==> config.mk <==
export PLATFORM = sky130hd
export DESIGN_NAME = rdem_top
export DESIGN_NICKNAME = d
export VERILOG_FILES = /design/src/rdem_pkg.sv /design/src/rdem_lane_if.sv /design/src/rdem_lane.sv /design/src/rdem_top.sv
export SDC_FILE = /design/constraint.sdc
export NUM_CORES = 1
export LEC_CHECK = 0
export ABC_AREA = 1
export BUFFER_PORTS_ARGS = -buffer_cell sky130_fd_sc_hd__buf_2
export CORE_UTILIZATION = 55
export CTS_BUF_LIST = sky130_fd_sc_hd__clkbuf_2
export DETAILED_ROUTE_END_ITERATION = 6
export PLACE_DENSITY = 0.77
export SLEW_MARGIN = 30
export SYNTH_ARGS = -nofsm -noshare
export SYNTH_HDL_FRONTEND = slang
export SYNTH_HIERARCHICAL = 1
export SYNTH_SLANG_ARGS = --single-unit
export TNS_END_PERCENT = 5
==> constraint.sdc <==
create_clock -name MCLK -period 2.8 [get_ports MCLK]
set_clock_uncertainty 0.2 [all_clocks]
set_input_delay 0.56 -clock MCLK [delete_from_list [all_inputs] [get_ports MCLK]]
set_output_delay 0.56 -clock MCLK [all_outputs]
set_load 0.01 [all_outputs]
==> src/rdem_pkg.sv <==
/*
  Constants for the receive dynamic delay and eye monitor block: register
  offsets, field positions, reset values and the guard window decode.
  Assumes a 32-bit classic Wishbone register bus and at most eight lanes.
*/
// ============================================================
// Operation
// RQ1: The delay setting changes only on a rising edge of the tap step input, never on a level.
// RQ2: Each step pulse moves the delay by one increment, up when direction is high, down when low.
// RQ3: Tap restore returns the delay to its static initial setting at once, without a clock edge.
// RQ4: The limit-hit output is high whenever the delay equals the chain minimum or maximum.
// RQ5: Steps past the minimum or maximum leave the delay unchanged, so it saturates.
// RQ6: Each lane raises an early flag when its data edge lies close before the clock edge.
// RQ7: On an early flag the training logic steps that lane's delay down.
// RQ8: Each lane raises a late flag when its data edge lies close after the clock edge.
// RQ9: On a late flag the training logic steps that lane's delay up.
// RQ10: A lane's flag-clear input clears both its early and late flags.
// RQ11: The training logic pulses flag-clear after it has stepped the delay for the old flags.
// RQ12: A three-bit guard code selects a spacing of 1, 2, 3, 4, 5, 6 or 8 increments, changeable live.
// RQ13: Early or late flags are raised only when the edge is closer than the selected spacing.
// RQ14: Limit-hit drops once an opposite step or a restore moves the delay off the chain end.
// RQ15: Step rising edges are detected on the receive clock, one increment per pulse.
package rdem_pkg;

  // ============================================================
  // Sizes
  localparam int LANES_DEF = 4;
  localparam int TAP_W_DEF = 7;
  localparam int OFS_W_DEF = 5;
  localparam int GUARD_W = 3;

  // ============================================================
  // Register offsets (byte addresses)
  localparam logic [7:0] REG_CTRL = 8'h00;
  localparam logic [7:0] REG_STAT = 8'h04;
  localparam logic [7:0] REG_IRQ_STAT = 8'h08;
  localparam logic [7:0] REG_IRQ_MASK = 8'h0C;
  localparam logic [7:0] REG_TAP_BASE = 8'h10;

  // ============================================================
  // Field positions; status, irq status and irq mask share a layout
  localparam int CTRL_GUARD_LSB = 0;
  localparam int FLD_LIMIT_LSB = 0;
  localparam int FLD_EARLY_LSB = 8;
  localparam int FLD_LATE_LSB = 16;

  // ============================================================
  // Reset values
  localparam logic [GUARD_W-1:0] GUARD_RST = 3'h0;
  localparam logic [31:0] IRQ_MASK_RST = 32'h0000_0000;

  // ============================================================
  // Guard code to spacing in increments; code 7 repeats the widest
  function automatic logic [3:0] guard_spacing(input logic [GUARD_W-1:0] code);
    logic [3:0] s;
    s = 4'h8;
    unique case (code)
      3'h0: s = 4'h1;
      3'h1: s = 4'h2;
      3'h2: s = 4'h3;
      3'h3: s = 4'h4;
      3'h4: s = 4'h5;
      3'h5: s = 4'h6;
      3'h6: s = 4'h8;
      3'h7: s = 4'h8;
    endcase
    return s;
  endfunction

endpackage

==> src/rdem_lane_if.sv <==
/*
  Per-lane link between the control logic and one delay chain controller.
  Assumes step is a one-cycle pulse on the receive clock and restore is
  asynchronous.
*/
interface rdem_lane_if #(
  parameter int TAP_W = rdem_pkg::TAP_W_DEF
);
  logic step;
  logic up;
  logic restore;
  logic [TAP_W-1:0] tap;
  logic limit;

  modport lane (input step, input up, input restore, output tap, output limit);
  modport ctl (output step, output up, output restore, input tap, input limit);
endinterface

==> src/rdem_lane.sv <==
/*
  One lane's delay chain controller: saturating tap counter with an
  asynchronous restore to the static setting, and a registered limit flag.
  Assumes step and up are aligned on the clock.
*/
module rdem_lane #(
  parameter int TAP_W = rdem_pkg::TAP_W_DEF,
  parameter logic [TAP_W-1:0] INIT_TAP = '0
) (
  // Clock and reset
  input wire logic clk,
  input wire logic rst_n,
  // Control side
  rdem_lane_if.lane lif
);

  localparam logic [TAP_W-1:0] TAP_MAX = '1;
  localparam logic TAP_MIN_END = (INIT_TAP == '0);
  localparam logic INIT_LIM = TAP_MIN_END || (INIT_TAP == TAP_MAX);

  typedef struct packed {
    logic [TAP_W-1:0] tap;
    logic limit;
  } rdem_lane_state_t;

  rdem_lane_state_t lane_r;
  rdem_lane_state_t lane_nxt;
  logic arst_n;

  // Restore acts like a reset; its release is not synchronised
  assign arst_n = rst_n & ~lif.restore; // [RQ3]

  // ============================================================
  // Saturating counter
  always_comb begin
    lane_nxt = lane_r;
    if (lif.step) begin // [RQ1]
      if (lif.up && (lane_r.tap != TAP_MAX)) begin // [RQ2] [RQ5]
        lane_nxt.tap = lane_r.tap + 1'b1;
      end else if (!lif.up && (lane_r.tap != '0)) begin // [RQ2] [RQ5]
        lane_nxt.tap = lane_r.tap - 1'b1;
      end
    end
    lane_nxt.limit = (lane_nxt.tap == '0) || (lane_nxt.tap == TAP_MAX); // [RQ4] [RQ14]
  end

  always_ff @(posedge clk or negedge arst_n) begin
    if (!arst_n) begin
      lane_r <= '{tap: INIT_TAP, limit: INIT_LIM}; // [RQ3]
    end else begin
      lane_r <= lane_nxt;
    end
  end

  assign lif.tap = lane_r.tap;
  assign lif.limit = lane_r.limit;

endmodule // rdem_lane

==> src/rdem_top.sv <==
/*
  Receive dynamic delay control and eye monitor, one delay chain per lane,
  with a classic Wishbone register slave and a level interrupt.
  Assumes fabric training logic on MCLK drives flag clears and edge reports;
  tap step and direction may come from anywhere and are synchronised.
*/
// The Wishbone slave port and the placing of the registers were left to the implementer.
module rdem_top #(
  parameter int LANES = rdem_pkg::LANES_DEF,
  parameter int TAP_W = rdem_pkg::TAP_W_DEF,
  parameter int OFS_W = rdem_pkg::OFS_W_DEF,
  parameter logic [TAP_W-1:0] INIT_TAP = '0
) (
  // Clock and reset
  input wire logic MCLK,
  input wire logic RESETN,
  // Wishbone slave
  input wire logic CYC_I,
  input wire logic STB_I,
  input wire logic WE_I,
  input wire logic [7:0] ADR_I,
  input wire logic [3:0] SEL_I,
  input wire logic [31:0] DAT_I,
  output logic [31:0] DAT_O,
  output logic ACK_O,
  // Delay chain control
  input wire logic [LANES-1:0] TAP_STEP,
  input wire logic [LANES-1:0] TAP_DIR,
  input wire logic [LANES-1:0] TAP_RESTORE,
  output logic [LANES-1:0] TAP_LIMIT_HIT,
  // Eye monitor
  input wire logic [LANES-1:0] EDGE_VLD,
  input wire logic [LANES*OFS_W-1:0] EDGE_OFS,
  input wire logic [LANES-1:0] FLAG_CLR,
  output logic [LANES-1:0] EYE_EARLY,
  output logic [LANES-1:0] EYE_LATE,
  // Interrupt
  output logic IRQ
);

  // ============================================================
  // State
  typedef struct packed {
    logic [LANES-1:0] step_m;
    logic [LANES-1:0] step_s;
    logic [LANES-1:0] step_q;
    logic [LANES-1:0] dir_m;
    logic [LANES-1:0] dir_s;
    logic [LANES-1:0] early;
    logic [LANES-1:0] late;
    logic [LANES-1:0] lim_q;
    logic [rdem_pkg::GUARD_W-1:0] guard;
    logic [31:0] irq_stat;
    logic [31:0] irq_mask;
    logic irq;
    logic ack;
    logic [31:0] dat;
  } rdem_state_t;

  rdem_state_t st_r;
  rdem_state_t st_nxt;

  // ============================================================
  // Lane wiring
  logic [LANES-1:0] step_pulse;
  logic [LANES-1:0] lim_v;
  logic [LANES*TAP_W-1:0] tap_v;

  // Edge of the synchronised level, so a held step moves once
  assign step_pulse = st_r.step_s & ~st_r.step_q; // [RQ1] [RQ15]

  genvar gi;
  generate
    for (gi = 0; gi < LANES; gi++) begin : g_lane
      rdem_lane_if #(.TAP_W(TAP_W)) lif ();

      assign lif.step = step_pulse[gi];
      assign lif.up = st_r.dir_s[gi]; // [RQ2]
      assign lif.restore = TAP_RESTORE[gi]; // [RQ3]
      assign lim_v[gi] = lif.limit;
      assign tap_v[gi*TAP_W +: TAP_W] = lif.tap;

      rdem_lane #(
        .TAP_W(TAP_W),
        .INIT_TAP(INIT_TAP)
      ) u_lane (
        .clk(MCLK),
        .rst_n(RESETN),
        .lif(lif)
      );
    end
  endgenerate

  // ============================================================
  // Valid bit masks of the shared status layout
  function automatic logic [31:0] lane_field(input logic [LANES-1:0] v, input int lsb);
    logic [31:0] f;
    f = 32'h0000_0000;
    f[lsb +: LANES] = v;
    return f;
  endfunction

  localparam logic [LANES-1:0] ALL_LANES = '1;
  // Limit history starts at the lanes' reset level, so release makes no false event
  localparam logic [LANES-1:0] INIT_LIMS = ((INIT_TAP == '0) || (INIT_TAP == '1)) ? '1 : '0;

  // ============================================================
  // Next state
  always_comb begin
    logic [3:0] spc;
    logic signed [OFS_W-1:0] ofs;
    logic [OFS_W:0] mag;
    logic [LANES-1:0] hit_early;
    logic [LANES-1:0] hit_late;
    logic [31:0] ev;
    logic [31:0] bmask;
    logic [31:0] w1c;
    logic [31:0] valid;
    logic req;
    int idx;
    spc = 4'h0;
    ofs = '0;
    mag = '0;
    hit_early = '0;
    hit_late = '0;
    ev = 32'h0000_0000;
    bmask = {{8{SEL_I[3]}}, {8{SEL_I[2]}}, {8{SEL_I[1]}}, {8{SEL_I[0]}}};
    w1c = 32'h0000_0000;
    req = 1'b0;
    idx = 0;
    valid = lane_field(ALL_LANES, rdem_pkg::FLD_LIMIT_LSB)
          | lane_field(ALL_LANES, rdem_pkg::FLD_EARLY_LSB)
          | lane_field(ALL_LANES, rdem_pkg::FLD_LATE_LSB);
    st_nxt = st_r;

    // Two-flop synchronisers for step and direction
    st_nxt.step_m = TAP_STEP; // [RQ15]
    st_nxt.step_s = st_r.step_m;
    st_nxt.step_q = st_r.step_s;
    st_nxt.dir_m = TAP_DIR;
    st_nxt.dir_s = st_r.dir_m;

    // Eye monitor: signed offset of data edge from clock edge, in taps
    spc = rdem_pkg::guard_spacing(st_r.guard); // [RQ12]
    for (int i = 0; i < LANES; i++) begin
      ofs = EDGE_OFS[i*OFS_W +: OFS_W];
      if (ofs < 0) begin
        mag = (OFS_W + 1)'(-$signed({ofs[OFS_W-1], ofs}));
        hit_early[i] = EDGE_VLD[i] && (mag < {{(OFS_W-3){1'b0}}, spc}); // [RQ6] [RQ13]
      end else begin
        mag = {1'b0, ofs};
        hit_late[i] = EDGE_VLD[i] && (mag < {{(OFS_W-3){1'b0}}, spc}); // [RQ8] [RQ13]
      end
    end

    // A report in the clearing cycle survives the clear
    st_nxt.early = hit_early | (st_r.early & ~FLAG_CLR); // [RQ6] [RQ10]
    st_nxt.late = hit_late | (st_r.late & ~FLAG_CLR); // [RQ8] [RQ10]

    // Interrupt events: new flag raised, chain end reached
    st_nxt.lim_q = lim_v;
    ev = lane_field(hit_early & ~st_r.early, rdem_pkg::FLD_EARLY_LSB)
       | lane_field(hit_late & ~st_r.late, rdem_pkg::FLD_LATE_LSB)
       | lane_field(lim_v & ~st_r.lim_q, rdem_pkg::FLD_LIMIT_LSB);

    // Wishbone: one wait state, ack dropped after one cycle
    // Writes land at the edge where the master samples ack
    req = CYC_I && STB_I && !st_r.ack;
    st_nxt.ack = req;
    st_nxt.dat = 32'h0000_0000;
    if (CYC_I && STB_I && WE_I && st_r.ack) begin
      unique case (ADR_I)
        rdem_pkg::REG_CTRL: begin
          if (SEL_I[0]) begin
            st_nxt.guard = DAT_I[rdem_pkg::CTRL_GUARD_LSB +: rdem_pkg::GUARD_W]; // [RQ12]
          end
        end
        rdem_pkg::REG_IRQ_MASK: begin
          st_nxt.irq_mask = ((st_r.irq_mask & ~bmask) | (DAT_I & bmask)) & valid;
        end
        rdem_pkg::REG_IRQ_STAT: begin
          w1c = DAT_I & bmask;
        end
        default: begin
        end
      endcase
    end else if (req && !WE_I) begin
      unique case (ADR_I)
        rdem_pkg::REG_CTRL: begin
          st_nxt.dat[rdem_pkg::CTRL_GUARD_LSB +: rdem_pkg::GUARD_W] = st_r.guard;
        end
        rdem_pkg::REG_STAT: begin
          st_nxt.dat = lane_field(lim_v, rdem_pkg::FLD_LIMIT_LSB)
                     | lane_field(st_r.early, rdem_pkg::FLD_EARLY_LSB)
                     | lane_field(st_r.late, rdem_pkg::FLD_LATE_LSB);
        end
        rdem_pkg::REG_IRQ_STAT: begin
          st_nxt.dat = st_r.irq_stat;
        end
        rdem_pkg::REG_IRQ_MASK: begin
          st_nxt.dat = st_r.irq_mask;
        end
        default: begin
          // Tap words follow the base; anything else reads zero
          if (ADR_I >= rdem_pkg::REG_TAP_BASE && ADR_I[1:0] == 2'h0) begin
            idx = int'(ADR_I - rdem_pkg::REG_TAP_BASE) / 4;
            if (idx < LANES) begin
              st_nxt.dat[TAP_W-1:0] = tap_v[idx*TAP_W +: TAP_W];
            end
          end
        end
      endcase
    end

    // Sticky status, set beats write-one-to-clear
    st_nxt.irq_stat = ((st_r.irq_stat & ~w1c) | ev) & valid;
    st_nxt.irq = |(st_nxt.irq_stat & st_nxt.irq_mask);
  end

  // ============================================================
  // Registers
  always_ff @(posedge MCLK or negedge RESETN) begin
    if (!RESETN) begin
      st_r <= '{
        step_m: '0,
        step_s: '0,
        step_q: '0,
        dir_m: '0,
        dir_s: '0,
        early: '0,
        late: '0,
        lim_q: INIT_LIMS,
        guard: rdem_pkg::GUARD_RST,
        irq_stat: 32'h0000_0000,
        irq_mask: rdem_pkg::IRQ_MASK_RST,
        irq: 1'b0,
        ack: 1'b0,
        dat: 32'h0000_0000
      };
    end else begin
      st_r <= st_nxt;
    end
  end

  // ============================================================
  // Outputs
  assign DAT_O = st_r.dat;
  assign ACK_O = st_r.ack;
  assign TAP_LIMIT_HIT = lim_v; // [RQ4]
  assign EYE_EARLY = st_r.early;
  assign EYE_LATE = st_r.late;
  assign IRQ = st_r.irq;

endmodule // rdem_top

==> results of run 1 <==
timing repair:
| action | in CTS | in global routing |
|---|---|---|
| hold buffers | 37 | 1 |
| hold endpoints to repair | 118 | 1 |
| gates cloned | 1 | 2 |
| setup endpoints to repair | 7 | 9 |
| gates resized for setup | 7 | 72 |
| pin swaps | 1 | 27 |
| buffers inserted | 0 | 3 |
synth_stat cells (10+ instances only):
cell type	number
nand2_1	337
inv_1	206
nand3_1	133
nor2_1	130
dfrtp_1	100
o21ai_0	88
ha_1	68
buf_4	45
a21oi_1	42
nand4_1	37
nand2_2	36
inv_2	12
clkbuf_1	11
xnor2_1	11
nor3_1	10
power by group:
part | total [µW] | switching, µW | internal, µW
Combinational | 3730 | 2310 | 1420
Clock | 801 | 635 | 167
Sequential | 2170 | 382 | 1780
Total | 6690 | 3320 | 3370
logic make-up (layout without fill, tap and decap cells):
group                    count (synthesis)  in the layout  share of synthesized area (%)
other                                    1             18                         0.0405
adder cells (fa/ha/maj)                 71             71                           9.83
multiplexers                             3              3                          0.351
flip-flops                             108            108                           29.3
XOR/XNOR                                14             14                           1.32
buffers and inverters                  295            470                           14.2
AND/OR/NAND/NOR                        715            716                           35.0
AO/OA/AOI/OAI                          170            170                           10.0
critical path: cells and delay by family:
family	cells	cell delay [ns]
simple gates	17	1.79
fa+ha+maj	5	1.33
buf+inv	8	0.48
compound gates	2	0.35
cell type report:
class                   instances  area, µm²
diodes                          1       2.50
clock buffers                   9       45.0
clock inverters                 7       83.8
fillers                      1410       5280
inverters                     227        875
multi-input cells             991       5620
flip-flops and latches        108       2710
well taps                     220        275
repair buffers                226       1620
repair inverters                1       8.76
per-layer routing:
metal,track usage (%),up-vias
met3,3.81,56
met4,8.66,0
li1,-,4725
met5,0,-
met1,37.7,4413
met2,46.7,363
metrics by stage:
| stage | total power [µW] | worst slack (ns) |
|---|---|---|
| after global placement | 5450 | -1.83 |
| after CTS | 6400 | -1.14 |
| after detailed placement | 5520 | -1.93 |
| final | 6690 | -1.28 |
| after floorplan | 4470 | -1.71 |
| after global routing | 7280 | -1.48 |
sequential cells by signal (all words and copies together), names as in the netlist, 4 cells and up:
signal and flops:
DAT_O 15, EYE_EARLY 4, EYE_LATE 4, g_lane.lif.up 4, g_lane.u_lane/lif.limit 4, g_lane.u_lane/lif.tap 28
st_nxt 12, st_r 35
worst paths after layout:
check / startpoint / endpoint / slack, ns / cells past startpoint
worst min register to register: g_lane[2].u_lane/lif.limit / st_r[103] / 0.19 / 0
max in group asynchronous: RESETN / g_lane[1].u_lane/lif.tap[6] / 1.31 / 4
worst min-delay path: SEL_I[1] / st_r[45] / 0.03 / 3
min in group asynchronous: RESETN / DAT_O[9] / 0.04 / 2
worst max-delay path: ADR_I[4] / DAT_O[0] / -1.28 / 32
worst max register to register: st_r[98] / IRQ / 0.07 / 14
cells in the final DEF (no fill, tap or decap), drive strengths merged, types with 2 or more instances in the layout:
| master | instances |
|---|---|
| or2 | 3 |
| nor2 | 137 |
| ha | 68 |
| nor4 | 2 |
| inv | 223 |
| a21oi | 42 |
| nand2 | 380 |
| buf | 187 |
| fa | 3 |
| nand3b | 4 |
| xnor2 | 11 |
| o211ai | 6 |
| dfrtp | 100 |
| o31ai | 6 |
| a31oi | 4 |
| nand4 | 38 |
| a21boi | 4 |
| clkinv | 11 |
| nor3 | 13 |
| o21ai | 95 |
| xor2 | 3 |
| dfstp | 8 |
| conb | 17 |
| nand3 | 139 |
| clkbuf | 10 |
| o21a | 3 |
| mux2 | 2 |
| dlygate4sd3 | 37 |
| o22ai | 7 |
==> results_dict.tcl, run 1 <==
set metrics [dict create \
    area_growth_pct 21.3 \
    netlist_area_um2 9260 \
    cp-end-kind "flop" \
    worstSetupStartpointType "input pin" \
    final_core_util_pct 68.0 \
    ys_seq_area_share_pct 29.3 \
    grt_setup_unrepaired "true" \
    ctsLongestPathBuffers 2 \
    relSlewSlack_pct 51.8 \
    period_share_pct 146 \
    worst_path_max_delay_cell "fa_1" \
    path_max_fanout 7 \
    ys.warnings.count 6 \
    setup.worst_path.class "in2reg" \
    violations "setup timing" \
    drtPass1Iterations 5 \
    grt_max_degree 37 \
    async_flop_share_pct 100 \
    dr_wl_met3_um 1590 \
    syn_inst 1377 \
    setup_tns_ns -8.57 \
    start_util_pct 56.1 \
    ir_drop_v 0.000483 \
    path_common_cell "ha_4" \
    cp.arrival_ns 4.50 \
    cts_sinks 108 \
    dr_total_vias 9557 \
    grt_pass1_vias 8786 \
    portBuffers 96 \
    maxSlewViolCount 0 \
    fmax_mhz 245 \
    ys_seq_elements 108 \
    holdWs_ns 0.0333 \
    post-route-min-period_ns 4.08 \
    antenna_found_initial 1 \
    nets 1724 \
    clkLatencyLatePin_ns 0.65 \
    dr_wl_met2_um 11600 \
    cts-root-buf "clkbuf_2" \
    place_hpwl_um 18200 \
    status "finished with violations" \
    leakage_uw 0.00597 \
    rows 47 \
    netlist_top_cells_area "dfrtp_1 (27%), nand2_1 (14%), ha_1 (9.2%)" \
    setup_viol 7 \
    synth_area_per_cell_um2 6.73 \
    instances_no_fill 1790 \
    final_antenna_net_count 0 \
    synth_top_area_share_pct 27.0 \
    synth_edf_count 0 \
    placed_area_um2 10400 \
    drc 0 \
    crit_required_ns 3.23 \
    met1_length_um 10800 \
    coreArea_um2 16500 \
    highest_layer "met4" \
    max_cap_viol_count 0 \
    tightest_slew_ns 0.721 \
    die_x_um 132 \
    grtUsageTotal_pct 28.0 \
    drtIter0Drc 728 \
    hold_path.class "in2reg" \
    ys_types 51 \
    ys.flop_type "dfrtp_1" \
    yosysTopAreaCell "dfrtp_1" \
    fin_ws_ns -1.28 \
    globalplace.congestion 0.948 \
    hold_viol 0 \
    dp_cells 1729 \
    cts_tree "done" \
    grt_overflow 0 \
    fin_area_um2 11200 \
    ioPinCount 135 \
    max_stage_delay_ns 0.56 \
    die_area_um2 17400 \
    cts.htree.levels 3 \
    wl_per_cell_um 13.8 \
    drive_gt1_share_pct 22.2 \
    fp.dieH_um 132 \
    routed_wl_um 24600 \
    routed_via_density 5.34 \
    grt_pass1_wl_um 39900 \
    p_per_area_nw_per_um2 595 \
    cts-buffers-inserted 9 \
    clkTransAtPathRegs_ns 0.35 \
]
(Power assumes the default switching activity.)
==> run 2, diff against run 1 <==
Clock period 2.8 ns to 4.7 ns, I/O delays scaled along.
==> run 2 against run 1 <==
The flow now finishes without violations. Worst setup slack improved by 1.5 ns. Critical path depth rose by 1. Die area unchanged. Via count shrank 6.6%. Global-route usage is 2.0 points lower. Power fell by 43%. Final area down 7.7%. Largest power group unchanged.
==> results_dict.tcl, run 2 (synthesis gave the netlist of run 1 again) <==
set metrics [dict create \
    area.sequential_um2 2710 \
    clkLatencyLatePin_ns 0.68 \
    worstSetupStartpointType "input pin" \
    cts-root-buf "clkbuf_2" \
    grt_max_degree 49 \
    cts-buffers-inserted 9 \
    post-route-min-period_ns 4.51 \
    fmax_mhz 222 \
    setup.worst_path.class "in2reg" \
    globalplace.congestion 0.966 \
    cp.arrival_ns 4.89 \
    area_growth_pct 12.0 \
    cts_sinks 108 \
    worst_path_max_delay_cell "fa_1" \
    hold_viol 0 \
    maxSlewViolCount 0 \
    fp.dieH_um 132 \
    final_antenna_net_count 0 \
    final_common_cell "nand2_1" \
    period_share_pct 95.9 \
    cp-end-kind "flop" \
    grt.met1_usage_pct 36.3 \
    rows 47 \
    routed_wl_um 21800 \
    clkTransAtPathRegs_ns 0.39 \
    fillers 1554 \
    ioPinCount 135 \
    p_int_uw 1930 \
    p_per_area_nw_per_um2 365 \
    grt_util_met3_pct 3.19 \
    leakage_uw 0.00562 \
    top_register "st_r" \
    path_max_fanout 13 \
    power_frac_seq_pct 33.8 \
    combPwrFrac_pct 53.5 \
    drc 0 \
    status "finished clean" \
    multiInputGateArea_um2 5390 \
    dr_total_vias 8924 \
    die_area_um2 17400 \
    drive_gt1_share_pct 18.5 \
    coreArea_um2 16500 \
    rr_startpoint "st_r[98]" \
    preCtsSetupSlack_ns -0.475 \
    startpoint "ADR_I[4]" \
    routed_via_density 5.18 \
    cts.htree.levels 3 \
    hold_path.class "in2async" \
    largest_reg_flops 35 \
    path_common_cell "nand2_1" \
    tightest_slew_ns 0.751 \
    grt_use_met2_pct 42.7 \
    crit_buf_inv 8 \
    grt-busiest-layer "met2" \
    place_hpwl_um 17300 \
    relSlewSlack_pct 48.5 \
    sw_frac_of_total_pct 48.9 \
    crit_required_ns 5.09 \
    start_util_pct 56.1 \
    setup_viol 0 \
    grt_overflow 0 \
    holdWs_ns 0.0965 \
    grtUsageTotal_pct 26.0 \
    wl_per_cell_um 12.7 \
    grt_pass1_wl_um 37200 \
    portBuffers 96 \
    grt_pass1_vias 8082 \
    antenna_found_initial 1 \
    cts_tree "done" \
    r2r_slack_ns 1.56 \
    drtPass1Iterations 5 \
    fin_ws_ns 0.194 \
    die_x_um 132 \
    max_cap_viol_count 0 \
    power_switching_uw 1850 \
    cp_top_family "simple AND/OR/NAND/NOR gates" \
    final_cell_mix "nand2_1 (335), inv_1 (203), nand3_1 (129)" \
    max_stage_delay_ns 0.52 \
    ctsLongestPathBuffers 2 \
    ir_drop_v 0.000242 \
    drtIter0Drc 633 \
    nets 1656 \
    power_frac_clock_pct 12.7 \
]
[run 2: cell types whose count changed in the layout (fill, tap and decap cells not counted), sizes merged]
cell          delta
nand2            -1
buf             -28
clkbuf           -1
dlygate4sd3     -36
inv              -2
dlymetal6s4s     -1
clkinv           +1
[run 2: metal layers]
metal	vias up	wire length, µm
met5	-	0
met4	0	312
met3	24	1170
met2	256	10100
met1	4055	10200
li1	4589	-
[run 2: per-stage QoR]
stage	setup TNS [ns]	cells	total power (µW)	util (%)	cell area [µm²]
after global placement	-2.70	1704	3220	61.6	10200
final	0	1722	3790	62.8	10400
after CTS	0	1721	3760	62.5	10300
after global routing	-0.0151	1722	4150	62.8	10400
after floorplan	-1.01	1393	2660	-	9400
after detailed placement	-3.01	1704	3270	61.6	10200
[run 2: power by group through the flow]
stage | sequential [µW] | combinational (µW) | clock [µW]
after floorplan | 1220 | 1440 | 0
after global placement | 1290 | 1930 | 0
after detailed placement | 1290 | 1970 | 0
after CTS | 1280 | 1980 | 497
after global routing | 1310 | 2310 | 531
final | 1280 | 2030 | 481
[run 2: worst register-to-register path: stages (launching register included)]
cell	delay, ns
dfrtp_1	0.49
inv_1	0.08
ha_1	0.29
mux2i_1	0.57
ha_1	0.36
a21oi_1	0.14
nor2_1	0.05
o21ai_0	0.18
nand4_1	0.21
o21ai_0	0.27
nand2_1	0.11
nand3_1	0.10
nor2_1	0.05
nand4_1	0.07
[run 2: cell type report]
type / count / share of cell area (%)
antenna: 1 / 0.0241
clock buffer: 9 / 0.434
clock inverter: 7 / 0.856
inverter: 227 / 8.41
multi-input combinational: 990 / 52.0
sequential: 108 / 26.2
tap: 220 / 2.65
timing repair buffer: 160 / 9.51
[run 2: worst paths after layout]
| path | end | depth (start not counted) |
|---|---|---|
| max in group asynchronous | g_lane[1].u_lane/lif.tap[6] | 4 |
| min in group MCLK | st_nxt[116] | 1 |
| max | DAT_O[1] | 33 |
| min reg2reg | g_lane[0].lif.up | 0 |
| min | g_lane[3].u_lane/lif.tap[5] | 2 |
| max reg2reg | IRQ | 13 |
[run 2: what timing repair did]
item	in CTS	in global routing
buffers inserted	0	0
endpoints found under the setup margin	0	7
hold buffers	1	0
endpoints found under the hold margin	14	0
gates resized for setup	0	12
==> run 3, diff against run 2 <==
Settings changed: BUFFER_PORTS_ARGS -buffer_cell sky130_fd_sc_hd__buf_2 to unset, CORE_MARGIN set to 2, DONT_BUFFER_PORTS set to 1, PLACE_DENSITY 0.77 to 0.7.
==> run 3 against run 2 <==
Critical path depth unchanged. Flip-flop and latch count stayed put. Final area decreased by 4.8%. Cell count down 5.6%. Register-to-register slack lost 0.14 ns. Fmax up 2.9%. Sequential share of layout area up 1.3 points. Highest routed layer unchanged.
==> results_dict.tcl, run 3 (synthesis gave the netlist of run 1 again) <==
set metrics [dict create \
    holdWs_ns 0.0165 \
    post-route-min-period_ns 4.38 \
    ioPinCount 135 \
    setup_viol 0 \
    place_hpwl_um 17100 \
    instances_no_fill 1625 \
    rr_startpoint "st_r[98]" \
    die_x_um 134 \
    preCtsSetupSlack_ns -0.317 \
    wl_per_cell_um 13.7 \
    cts.htree.levels 3 \
    rr_worst_depth 13 \
    maxSlewViolCount 0 \
    p_per_area_nw_per_um2 373 \
    path_common_cell "nand2_1" \
    grt_pass1_vias 7886 \
    r2r_slack_ns 1.42 \
    routed_via_density 5.30 \
    nets 1559 \
    tightest_slew_ns 0.802 \
    die_area_um2 17900 \
    max_cap_viol_count 0 \
    cts-root-buf "clkbuf_2" \
    fp.dieH_um 134 \
    cts_setup_buffers 0 \
    grt_setup_unrepaired "false" \
    cp.arrival_ns 4.80 \
    setup.worst_path.class "in2reg" \
    dr_total_vias 8615 \
    worstSetupStartpointType "input pin" \
    final_cell_mix "nand2_1 (336), inv_1 (203), nand3_1 (129)" \
    leakage_uw 0.00518 \
    portBuffers 0 \
    top_register "st_r" \
    dp_cells 1594 \
    fin_area_um2 9880 \
    final_antenna_net_count 0 \
    cts_sinks 108 \
    fmax_mhz 228 \
    ir_drop_v 0.000286 \
    cp-end-kind "flop" \
    fin_ws_ns 0.323 \
    r2r_end "IRQ" \
    status "finished clean" \
    coreArea_um2 16500 \
    globalplace.congestion 0.938 \
    grt.met1_usage_pct 35.8 \
    routed_wl_um 22200 \
    antenna_found_initial 1 \
    grt_overflow 0 \
    grt-busiest-layer "met2" \
    hold_path.class "in2async" \
    grtUsageTotal_pct 25.2 \
    cts-buffers-inserted 9 \
    max_stage_delay_ns 0.52 \
    path_max_fanout 15 \
    rows 47 \
    ctsLongestPathBuffers 2 \
    clkTransAtPathRegs_ns 0.36 \
    relSlewSlack_pct 45.0 \
    placed_area_um2 9580 \
    largest_reg_flops 35 \
    clkLatencyLatePin_ns 0.68 \
    cts_tree "done" \
    drtPass1Iterations 5 \
    worst_path_max_delay_cell "fa_1" \
    grt_util_met3_pct 4.54 \
    period_share_pct 93.1 \
    crit_required_ns 5.12 \
    drtIter0Drc 668 \
    final_common_cell "nand2_1" \
    grt_max_degree 78 \
    grt_use_met2_pct 39.2 \
    grt_pass1_wl_um 36800 \
    drive_gt1_share_pct 11.9 \
    drc 0 \
    start_util_pct 56.1 \
    area_growth_pct 6.60 \
    hold_viol 0 \
]
[run 3: cell types whose count changed in the layout (fill, tap and decap cells not counted), moves of 3 or more]
cell,delta
buf_2,-95
dlygate4sd3_1,+12
buf_4,-13
o21ai_1,-3
o21ai_0,+3
[run 3: how the worst max path moves through the flow]
stage,start,to,slack [ns],depth (start not counted)
after floorplan,ADR_I[4],DAT_O[2],-0.19,32
after global placement,ADR_I[5],DAT_O[3],-0.30,33
after detailed placement,ADR_I[4],DAT_O[4],-0.32,31
after CTS,ADR_I[5],DAT_O[3],0.39,33
after global routing,ADR_I[4],DAT_O[2],0.06,29
final,ADR_I[5],DAT_O[3],0.32,33
[run 3: routing by layer]
layer | wire [µm] | vias to the layer above
met5 | 0 | -
met4 | 371 | 0
met3 | 1430 | 25
met2 | 9890 | 257
met1 | 10600 | 3939
li1 | - | 4394
[run 3: where the power goes]
part           internal [µW]  total, µW  switching (µW)
Combinational            698       1920            1220
Clock                   98.1        484             386
Sequential              1060       1280             219
[run 3: stage by stage]
step | TNS (ns) | power [µW] | util [%]
detailed placement | -2.05 | 3160 | 58.0
global placement | -1.78 | 3130 | 58.0
floorplan | -1.01 | 2660 | -
CTS | 0 | 3670 | 59.3
finish | 0 | 3690 | 59.8
global route | 0 | 4040 | 59.8
[run 3: worst max-delay path, delay by kind of cell]
kind | cells | cell delay [ns]
simple gates | 18 | 1.75
buf+inv | 8 | 0.54
compound gates | 2 | 0.22
fa+ha+maj | 5 | 1.34
[run 3: area by class of cell]
class | instances | area [µm²]
diodes | 1 | 2.50
clock buffers | 9 | 45.0
clock inverters | 7 | 86.3
fillers | 1578 | 6650
inverters | 227 | 862
multi-input cells | 990 | 5370
flip-flops and latches | 108 | 2710
well taps | 220 | 275
repair buffers | 63 | 526
[run 3: repair_timing]
item | in CTS | in global routing
hold endpoints to repair | 88 | 8
hold buffers | 6 | 8
resized for setup | 0 | 0
